## src/verilog/usc_pkg.sv

```systemverilog
// Package for the USB engine control and configuration block.
// Assumes APB with 32-bit data and one clock at 10 MHz.
package usc_pkg;
    localparam logic [7:0] ADDR_CONTROL = 8'h00;
    localparam logic [7:0] ADDR_CONFIG = 8'h04;
    localparam logic [7:0] ADDR_EVENT = 8'h08;
    localparam logic [7:0] ADDR_STATUS = 8'h0c;
    // Control register fields
    localparam int CTL_RESUME = 2;
    localparam int CTL_SUSPEND = 1;
    localparam int CTL_PP_RESET = 6;
    localparam int CTL_ENABLE = 3;
    localparam int CTL_PKT_DIS = 4;
    localparam int CTL_SE0 = 5;
    // Config register fields
    localparam int CFG_PP_LSB = 0;
    localparam int CFG_FS = 2;
    localparam int CFG_PULLUP = 4;
    localparam int CFG_EYE = 7;
    // Event register (hardware event inputs kept as status)
    localparam int EVT_SETUP = 0;
    localparam logic [7:0] CONTROL_RESET = 8'h00;
    localparam logic [7:0] CONFIG_RESET = 8'h00;
    localparam int NUM_PP = 16;
    // Bit time enables: full speed 12 Mb/s, low speed 1.5 Mb/s, at 10 MHz clock
    localparam int CLK_HZ = 10_000_000;
    localparam int FS_BIT_HZ = 12_000_000;
    localparam int LS_BIT_HZ = 1_500_000;
    localparam int FS_DIV = (CLK_HZ / FS_BIT_HZ) < 1 ? 1 : (CLK_HZ / FS_BIT_HZ);
    localparam int LS_DIV = (CLK_HZ / LS_BIT_HZ) < 1 ? 1 : (CLK_HZ / LS_BIT_HZ);
    typedef enum logic [1:0] {
        USC_PP_NONE = 2'b00,
        USC_PP_EP0_OUT = 2'b01,
        USC_PP_ALL = 2'b10,
        USC_PP_ALL_BUT_EP0 = 2'b11
    } usc_pp_mode_e;
endpackage : usc_pkg

```

## src/verilog/usc_pp_bank.sv

```systemverilog
`timescale 1ns/1ns
// Ping-pong pointer indicator bank, one flop per buffer descriptor pair.
// Assumes toggle strobes from the engine's buffer handling.
module usc_pp_bank #(
    parameter int N = 16
) (
    input wire logic clk,
    input wire logic reset,
    input wire logic clear_all,
    input wire logic [N-1:0] toggle,
    input wire logic [N-1:0] use_pp,
    output logic [N-1:0] indicator
);
    genvar i;
    generate
        for (i = 0; i < N; i++) begin : g_ptr
            always_ff @(posedge clk or posedge reset) begin
                if (reset) begin
                    indicator[i] <= 1'b0;
                end else if (clear_all) begin
                    indicator[i] <= 1'b0;
                end else if (toggle[i] && use_pp[i]) begin
                    indicator[i] <= ~indicator[i];
                end
            end
        end
    endgenerate
endmodule // usc_pp_bank

```

## src/verilog/usc_sie_ctrl.sv

```systemverilog
`timescale 1ns/1ns
// Control and configuration of a USB serial interface engine.
// Assumes APB master, synchronous pin inputs, one 10 MHz clock.
// Function
// [RQ1] Status bit shows single-ended zero on the data lines.
// [RQ2] Setting enable activates engine and clears all ping-pong indicators.
// [RQ3] Enable also switches on the internal pull-ups: soft attach.
// [RQ4] Firmware supplies clock and configures before setting enable.
// [RQ5] Firmware waits for PLL ready before setting enable.
// [RQ6] Pointer reset holds pointers even; firmware clears it; ignored without ping-pong.
// [RQ7] SETUP token sets packet disable; core can only clear it.
// [RQ8] Pending transaction events stay visible while packets are disabled.
// [RQ9] Resume bit drives resume signaling; firmware holds it 10 ms.
// [RQ10] Suspend gates engine clock; stays attached with idle outputs.
// [RQ11] Firmware sets suspend after idle, clears after activity.
// [RQ12] Speed, transceiver and pull-up set only during setup.
// [RQ13] Transceiver enabled with module enable; full speed when selected.
// [RQ14] Pull-ups follow pull-up enable, only while enabled and configured.
// [RQ15] Ping-pong scheme chosen by the mode field.
// [RQ16] Eye test transmits repeating J-K, K-J at full speed; code uses the configured speed.
// [RQ17] Eye output only while enabled, using configured speed.
// [RQ18] Firmware never enables eye test on a live bus.
// [RQ19] Self-powered designs keep module off until bus supply valid.
// [RQ20] Full-speed select clear means low-speed operation.
module usc_sie_ctrl #(
    parameter int NUM_PP = usc_pkg::NUM_PP
) (
    input wire logic clk,
    input wire logic reset,
    input wire logic psel,
    input wire logic penable,
    input wire logic pwrite,
    input wire logic [7:0] paddr,
    input wire logic [31:0] pwdata,
    output logic [31:0] prdata,
    output logic pready,
    output logic pslverr,
    input wire logic dp_in,
    input wire logic dm_in,
    output logic dp_out,
    output logic dm_out,
    output logic d_oe,
    input wire logic setup_token,
    input wire logic pending_event,
    input wire logic [NUM_PP-1:0] pp_toggle,
    output logic [NUM_PP-1:0] pingpong_pointer_indicator,
    output logic sie_clk_en,
    output logic transceiver_en,
    output logic full_speed,
    output logic pullup_en,
    output logic resume_drive,
    output logic packet_disable_flag,
    output logic [1:0] pingpong_mode_field
);
    logic [7:0] ctl_reg;
    logic [7:0] cfg_reg;
    logic se0_reg;
    logic pkt_dis_reg;
    logic dp_reg, dm_reg, oe_reg;
    logic [7:0] div_reg;
    logic phase_reg;
    logic enable_rise;
    logic prev_en_reg;

    wire module_enable = ctl_reg[usc_pkg::CTL_ENABLE];
    wire low_power_suspend = ctl_reg[usc_pkg::CTL_SUSPEND];
    wire resume_bit = ctl_reg[usc_pkg::CTL_RESUME];
    wire pingpong_pointer_reset = ctl_reg[usc_pkg::CTL_PP_RESET];
    wire full_speed_select = cfg_reg[usc_pkg::CFG_FS];
    wire pullup_enable = cfg_reg[usc_pkg::CFG_PULLUP];
    wire eye_pattern_enable = cfg_reg[usc_pkg::CFG_EYE];
    wire [1:0] pp_mode = cfg_reg[usc_pkg::CFG_PP_LSB +: 2];

    wire access = psel && penable;
    wire wr = access && pwrite;
    wire wr_ctl = wr && (paddr == usc_pkg::ADDR_CONTROL);
    wire wr_cfg = wr && (paddr == usc_pkg::ADDR_CONFIG);
    wire mapped = (paddr == usc_pkg::ADDR_CONTROL) || (paddr == usc_pkg::ADDR_CONFIG) ||
                  (paddr == usc_pkg::ADDR_EVENT) || (paddr == usc_pkg::ADDR_STATUS);
    wire eye_active = eye_pattern_enable && module_enable; // RQ17
    wire [7:0] bit_div = full_speed_select ? 8'(usc_pkg::FS_DIV) : 8'(usc_pkg::LS_DIV); // RQ20
    wire bit_tick = (div_reg == 8'h00);

    assign pready = 1'b1;
    assign pslverr = access && !mapped;

    // Read mux registered on setup phase so data stands in access phase
    logic [31:0] rd_next;
    always_comb begin
        rd_next = 32'h0000_0000;
        unique case (paddr)
            usc_pkg::ADDR_CONTROL: begin
                rd_next[7:0] = ctl_reg;
                rd_next[usc_pkg::CTL_SE0] = se0_reg; // RQ1
                rd_next[usc_pkg::CTL_PKT_DIS] = pkt_dis_reg;
            end
            usc_pkg::ADDR_CONFIG: rd_next[7:0] = cfg_reg;
            usc_pkg::ADDR_EVENT: rd_next[usc_pkg::EVT_SETUP] = pending_event; // RQ8
            usc_pkg::ADDR_STATUS: rd_next[NUM_PP-1:0] = pingpong_pointer_indicator;
            default: rd_next = 32'h0000_0000;
        endcase
    end

    always_ff @(posedge clk or posedge reset) begin
        if (reset) begin
            prdata <= 32'h0000_0000;
        end else if (psel && !penable) begin
            prdata <= rd_next;
        end
    end

    // Control bits; SE0 and packet-disable bits are not stored here
    always_ff @(posedge clk or posedge reset) begin
        if (reset) begin
            ctl_reg <= usc_pkg::CONTROL_RESET;
        end else if (wr_ctl) begin
            ctl_reg <= pwdata[7:0] & ~(8'h01 << usc_pkg::CTL_SE0) & ~(8'h01 << usc_pkg::CTL_PKT_DIS);
        end
    end

    always_ff @(posedge clk or posedge reset) begin
        if (reset) begin
            cfg_reg <= usc_pkg::CONFIG_RESET;
        end else if (wr_cfg) begin
            cfg_reg <= pwdata[7:0];
        end
    end

    // Set wins over a clear in the same cycle; core may only clear
    always_ff @(posedge clk or posedge reset) begin
        if (reset) begin
            pkt_dis_reg <= 1'b0;
        end else if (setup_token && module_enable && !low_power_suspend) begin
            pkt_dis_reg <= 1'b1; // RQ7
        end else if (wr_ctl && !pwdata[usc_pkg::CTL_PKT_DIS]) begin
            pkt_dis_reg <= 1'b0; // RQ7
        end
    end

    always_ff @(posedge clk or posedge reset) begin
        if (reset) begin
            se0_reg <= 1'b0;
            prev_en_reg <= 1'b0;
        end else begin
            se0_reg <= module_enable && !dp_in && !dm_in; // RQ1
            prev_en_reg <= module_enable;
        end
    end

    assign enable_rise = module_enable && !prev_en_reg;

    wire pp_in_use = pp_mode != usc_pkg::USC_PP_NONE;
    logic [NUM_PP-1:0] pp_use;
    always_comb begin
        pp_use = '0;
        unique case (pp_mode) // RQ15
            usc_pkg::USC_PP_NONE: pp_use = '0;
            usc_pkg::USC_PP_EP0_OUT: pp_use[0] = 1'b1;
            usc_pkg::USC_PP_ALL: pp_use = '1;
            usc_pkg::USC_PP_ALL_BUT_EP0: pp_use = {{(NUM_PP-2){1'b1}}, 2'b00};
        endcase
    end

    wire pp_clear = enable_rise || (pingpong_pointer_reset && pp_in_use); // RQ2 RQ6

    usc_pp_bank #(
        .N(NUM_PP)
    ) u_pp (
        .clk(clk),
        .reset(reset),
        .clear_all(pp_clear),
        .toggle(pp_toggle & {NUM_PP{module_enable && !low_power_suspend && !pkt_dis_reg}}),
        .use_pp(pp_use),
        .indicator(pingpong_pointer_indicator)
    );

    // Bit-rate divider for eye pattern signaling only; resume drives a steady K
    always_ff @(posedge clk or posedge reset) begin
        if (reset) begin
            div_reg <= 8'h00;
            phase_reg <= 1'b0;
        end else if (!eye_active) begin
            // Preload so the first symbol lasts a full bit time
            div_reg <= bit_div - 8'h01;
            phase_reg <= 1'b0;
        end else if (bit_tick) begin
            div_reg <= bit_div - 8'h01;
            phase_reg <= ~phase_reg;
        end else begin
            div_reg <= div_reg - 8'h01;
        end
    end

    // J is D+ high at full speed, D- high at low speed; K the reverse
    wire j_dp = full_speed_select;
    logic dp_next, dm_next, oe_next;
    always_comb begin
        dp_next = 1'b0;
        dm_next = 1'b0;
        oe_next = 1'b0;
        if (low_power_suspend) begin
            oe_next = 1'b0; // RQ10
        end else if (eye_active) begin
            oe_next = 1'b1; // RQ16
            dp_next = (phase_reg ^ full_speed_select) ? ~j_dp : j_dp; // RQ16
            dm_next = ~dp_next;
        end else if (resume_bit && module_enable) begin
            oe_next = 1'b1; // RQ9
            dp_next = ~j_dp;
            dm_next = j_dp;
        end
    end

    always_ff @(posedge clk or posedge reset) begin
        if (reset) begin
            dp_reg <= 1'b0;
            dm_reg <= 1'b0;
            oe_reg <= 1'b0;
        end else begin
            dp_reg <= dp_next;
            dm_reg <= dm_next;
            oe_reg <= oe_next;
        end
    end

    assign dp_out = dp_reg;
    assign dm_out = dm_reg;
    assign d_oe = oe_reg;
    assign sie_clk_en = module_enable && !low_power_suspend; // RQ10
    assign transceiver_en = module_enable; // RQ13
    assign full_speed = full_speed_select; // RQ13 RQ20
    assign pullup_en = module_enable && pullup_enable; // RQ3 RQ14
    assign resume_drive = resume_bit && module_enable && !low_power_suspend; // RQ9
    assign packet_disable_flag = pkt_dis_reg;
    assign pingpong_mode_field = pp_mode; // RQ15

    property p_pkt_set;
        @(posedge clk) disable iff (reset)
        (setup_token && module_enable && !low_power_suspend) |=> packet_disable_flag;
    endproperty
    a_pkt_set: assert property (p_pkt_set) else $error("setup token did not set packet disable"); // RQ7

    property p_pkt_hold;
        @(posedge clk) disable iff (reset)
        (packet_disable_flag && !wr_ctl) |=> packet_disable_flag;
    endproperty
    a_pkt_hold: assert property (p_pkt_hold) else $error("packet disable dropped without a write"); // RQ7

    property p_pkt_noset;
        @(posedge clk) disable iff (reset)
        (!packet_disable_flag && !setup_token) |=> !packet_disable_flag;
    endproperty
    a_pkt_noset: assert property (p_pkt_noset) else $error("packet disable set without a setup token"); // RQ7

    property p_pp_clear;
        @(posedge clk) disable iff (reset)
        enable_rise |=> (pingpong_pointer_indicator == '0);
    endproperty
    a_pp_clear: assert property (p_pp_clear) else $error("pointers not cleared on enable"); // RQ2

    property p_pp_rst;
        @(posedge clk) disable iff (reset)
        (pingpong_pointer_reset && pp_in_use) [*2] |-> (pingpong_pointer_indicator == '0);
    endproperty
    a_pp_rst: assert property (p_pp_rst) else $error("pointer reset not holding even"); // RQ6

    property p_pullup;
        @(posedge clk) disable iff (reset)
        (wr_ctl && !pwdata[usc_pkg::CTL_ENABLE]) |=> !pullup_en && !transceiver_en;
    endproperty
    a_pullup: assert property (p_pullup) else $error("pull-up active without enable"); // RQ14

    property p_suspend_idle;
        @(posedge clk) disable iff (reset)
        $rose(low_power_suspend) |=> !d_oe && !sie_clk_en;
    endproperty
    a_suspend_idle: assert property (p_suspend_idle) else $error("outputs not idle in suspend"); // RQ10

    property p_eye_drive;
        @(posedge clk) disable iff (reset)
        (eye_active && !low_power_suspend) [*2] |-> d_oe && (dp_out != dm_out);
    endproperty
    a_eye_drive: assert property (p_eye_drive) else $error("eye pattern not driven"); // RQ16

    property p_eye_toggle;
        @(posedge clk) disable iff (reset)
        (eye_active && !low_power_suspend && bit_tick) ##1 (eye_active && !low_power_suspend)
            |=> $changed(dp_out);
    endproperty
    a_eye_toggle: assert property (p_eye_toggle) else $error("eye pattern did not alternate"); // RQ16

    property p_eye_off;
        @(posedge clk) disable iff (reset)
        (!module_enable && !resume_bit) |=> !d_oe;
    endproperty
    a_eye_off: assert property (p_eye_off) else $error("driving while disabled"); // RQ17

    property p_se0;
        @(posedge clk) disable iff (reset)
        (module_enable && !dp_in && !dm_in) |=> se0_reg;
    endproperty
    a_se0: assert property (p_se0) else $error("single-ended zero not reported"); // RQ1
endmodule // usc_sie_ctrl
```

## config.mk

```make
export PLATFORM = sky130hd
export DESIGN_NAME = usc_sie_ctrl
export DESIGN_NICKNAME = d
export VERILOG_FILES = /design/src/verilog/usc_pkg.sv /design/src/verilog/usc_pp_bank.sv /design/src/verilog/usc_sie_ctrl.sv
export SDC_FILE = /design/constraint.sdc
export NUM_CORES = 1
export LEC_CHECK = 0
export ABC_AREA = 1
export BUFFER_PORTS_ARGS = -buffer_cell sky130_fd_sc_hd__buf_4
export CAP_MARGIN = 20
export CORE_UTILIZATION = 43
export DETAILED_ROUTE_END_ITERATION = 10
export HOLD_SLACK_MARGIN = 0.05
export PLACE_DENSITY = 0.75
export SLEW_MARGIN = 10
export SYNTH_ARGS = -nofsm -noshare
export SYNTH_HDL_FRONTEND = slang
export SYNTH_SLANG_ARGS = --single-unit
```

## constraint.sdc

```tcl
create_clock -name clk -period 2.5 [get_ports clk]
set_input_delay 0.375 -clock clk [delete_from_list [all_inputs] [get_ports clk]]
set_output_delay 0.375 -clock clk [all_outputs]
set_load 0.02 [all_outputs]
```

==> results.txt <==
The flow ran to the end, and the final reports show no timing, DRC or antenna violations. In this run the clock root is driven by a sky130_fd_sc_hd__clkbuf_8. The largest individual stage delay along the critical path comes from the cell sky130_fd_sc_hd__inv_2. The fraction of the yosys area taken by sequential cells is 0.4664.

The highest clock frequency the design can meet is around 0.56 GHz. Hold repair after CTS inserted 0 buffers. The instance count on the critical path is 8. Summed over all instances, the cell type with the most area after synthesis is sky130_fd_sc_hd__dfrtp_1. The arrival time reported for the critical path endpoint came out at 1.41 ns. The path class of the tightest hold or removal check is in2async. Sorting the synthesized cells by how often they occur yields sky130_fd_sc_hd__nand2_1, sky130_fd_sc_hd__dfrtp_1, sky130_fd_sc_hd__inv_1, sky130_fd_sc_hd__nand3_1, sky130_fd_sc_hd__buf_4. The count of input and output buffers is 84.

STA classifies the critical path endpoint as an output pin. The switching power came out at roughly 0.0006 W. The fill cell instance count of the final layout is between 600 and 700. The register-to-register path setup slack came out at around 0.8 ns. Hold timing on the final database bottoms out at a slack of roughly 0.13 ns. The combined global-route utilization of all metal layers is 0.1955. Counting flops with a built-in enable in the synthesized netlist gives 0. The number of antenna violations at the first check in global routing came to 0. The peak supply drop came out at ~0.24 mV. The number of cells in the finished layout apart from fillers came out at 544.

The first global-routing pass estimated around 12 mm of wire. The share of synthesized flip-flops with an asynchronous set or reset came out at 1.000. Detailed placement ended at an HPWL of between 5 and 6 mm. The source of the worst register-to-register timing path is cfg_reg[0]. The number of DRC markers after the initial detailed-route iteration is 98. The total power is around 0.0022 W. The critical path ends at pslverr.

Setup repair after global routing left no endpoint under its margin. The number of design rule violations left after detail routing is 0. The antenna violation net count after detailed routing is 0.

The starting density of the core came out at 0.4489. Cell internal power was estimated by the tool at ~0.0016 W. The buffering stage count on the worst path with inverters included came out at 4. The clock transition at the registers of the reported paths came out at ~0.06 ns. The final-report setup violation count came out at 0. Summing all multi-input logic gate instances after layout gives about 1400 µm². The stage delay of the slowest cell on the critical path is 0.28 ns. For the worst setup path, the data required time is roughly 2.1 ns. Summed over all failing endpoints, the final setup total negative slack is 0 ns.

The share of synthesized area in the top cell type comes to 0.4664. The via count of the first global-routing pass is ~2,500. Counting the buffers created by CTS gives 9.

The count of buffers added by post-CTS timing repair for setup is 0. The maximum root-to-sink buffer count came out at 2. In this run the critical register-to-register path is captured at u_pp.indicator[8]. The leftover overflow at the end of global routing is 0.

The total of flip-flops plus latches after synthesis came out at 61. In the final layout, the registers with the most flip-flops are prdata x16, u_pp.indicator x16. The share of layout cells above drive strength 1 came out at 0.3169. The synthesized instance count came out at 360. The critical path goes through buf_4 -> nor2_1 -> nand2_1 -> inv_2 -> nand2_1 -> nand3_1 -> inv_1 -> buf_4. The power per cell area came out at approximately 550 nW/µm².

From synthesis to final layout, the design area changed by 23.20%. In the synthesized netlist the dominant register cell turns out to be sky130_fd_sc_hd__dfrtp_1. The final hold violation count is 0. The total number of placement rows came out at 31.

From left edge to right edge, the die measures a little under 90 µm. The floorplan step set the die height to between 80 and 90 µm. Of the total power, the share spent switching nets is 0.2749. The combinational share of power came out at 0.163. Pin placement for this block handled between 100 and 150 I/O pins. The most frequent cell after synthesis is sky130_fd_sc_hd__nand2_1. The worst-path maximum fanout is 19.

The depth of the worst register-to-register path came out at 6. The clock reaches the later pin of the worst-skew pair after ~0.34 ns. The static leakage came out at 2.020 nW.

The total length of routed wires came out at ~7.1 mm. The share of the cycle needed by the critical path after routing came out at 0.7127. The total via count in the routed design came out at roughly 2,700. The synthesized cell area is 3273 µm². The number of distinct library cell variants in the gate-level netlist after synthesis is 35.

Entering global routing, the biggest net connects 33 pins. The global placer's final weighted congestion came out at 0.7771. The mean instance size in the synthesized netlist came out at between 9 and 10 µm². The post-cts sizing count is 0. The number of nets in the finished design came out at just over 500. The worst-case headroom to the max-slew limit is 0.5659.

The count of pins over their slew limit is 0. The area of the die is 7965 µm². The critical path starts at paddr[5]. The share of total power dissipated in sequential elements is 0.477. The power share of the clock group came out at 0.360. The mean routed wirelength per cell came out at roughly 13 µm. The average vias per placed instance is a little under 5. The worst setup path is launched from a primary input.

By area the synthesized netlist is led by sky130_fd_sc_hd__dfrtp_1, sky130_fd_sc_hd__nand2_1, sky130_fd_sc_hd__buf_4. The final period demand of the worst path came out at roughly 1.8 ns. The clock arrives with ~0.0066 ns of skew.

The pin slew with the least headroom to its limit is between 0.6 and 0.7 ns. In the final layout, flip-flops and latches occupy ~1500 µm². The CTS tree is done. The area inside the core boundary came out at 7292 µm². On the critical path the largest part of the delay comes from buffers and inverters. The number of warnings reported in the yosys synthesis log is 0.

The max-capacitance violation count came out at 0. The antenna cell count came out at 0. The pre-antenna-repair detailed-routing pass consisted of 5 iterations. After detailed placement, the design holds a cell count of roughly 530. The tree built by TritonCTS fans out to 61 sinks.

The critical path is of the in2out type. The H-tree depth reported by CTS came out at 3.
==> kinds of logic after synthesis <==
family,Yosys count,synth area share
other cells,2,0.002294
simple gates,161,0.2515
xor+xnor,4,0.01070
fa+ha+maj,6,0.02294
buf+inv,69,0.1208
compound gates,57,0.1254
flops,61,0.4664
==> stage by stage <==
stage / cell area, µm² / worst slack [ns] / util
after global routing: 4033 / 0.6225 / 0.5530
final: 4033 / 0.7182 / 0.5530
after CTS: 4033 / 0.7059 / 0.5530
after floorplan: 3329 / 0.6120 / -
after global placement: 3855 / 0.7233 / 0.5287
after detailed placement: 3855 / 0.7138 / 0.5287
==> how the worst min path moves through the flow <==
stage | endpoint | slack [ns] | cells past startpoint
4_1_cts | phase_reg | 0.15 | 2
5_1_grt | se0_reg | 0.18 | 2
3_5_place_dp | prdata[6] | 0.47 | 2
3_3_place_gp | prdata[9] | 0.47 | 2
6_report | div_reg[4] | 0.13 | 2
2_1_floorplan | se0_reg | 0.45 | 1
==> cells in the final DEF (no fill, tap or decap), drive strengths merged <==
master,synthesis,routed
a21oi,12,12
a31oi,8,8
and3,1,1
buf,29,85
clkbuf,1,14
clkinv,0,1
conb,2,17
dfrtp,61,61
ha,6,6
inv,39,39
nand2,78,78
nand3,35,35
nand4,10,10
nor2,26,26
nor3,1,1
nor3b,8,8
o21a,8,8
o21ai,20,20
o22ai,1,1
o31ai,8,8
or2,2,2
xor2,4,4
==> power by group through the flow <==
| stage | Clock [W] | Combinational (W) | Sequential, W |
|---|---|---|---|
| final | 0.000804 | 0.000364 | 0.00106 |
| after global routing | 0.000871 | 0.000405 | 0.00107 |
| after CTS | 0.000819 | 0.000368 | 0.00106 |
| after detailed placement | 0 | 0.000367 | 0.00108 |
| after global placement | 0 | 0.000357 | 0.00108 |
| after floorplan | 0 | 0.000188 | 0.00113 |
==> cell type report <==
cell class / instances / area share
Sequential cell: 61 / 0.3785
Multi-Input combinational cell: 245 / 0.3491
Timing Repair Buffer: 85 / 0.1613
Clock buffer: 14 / 0.04282
Inverter: 39 / 0.03630
Tap cell: 99 / 0.03072
Clock inverter: 1 / 0.001241
==> metal layers <==
layer	vias up	part of all wire	global-route usage	wire, µm
met2	88	0.47	0.2935	3358
li1	1320	-	-	-
met4	0	0.022	0.08658	157
met1	1248	0.45	0.2713	3215
met5	-	0	0	0
met3	14	0.056	0.04432	402
(Power assumes the default switching activity.)
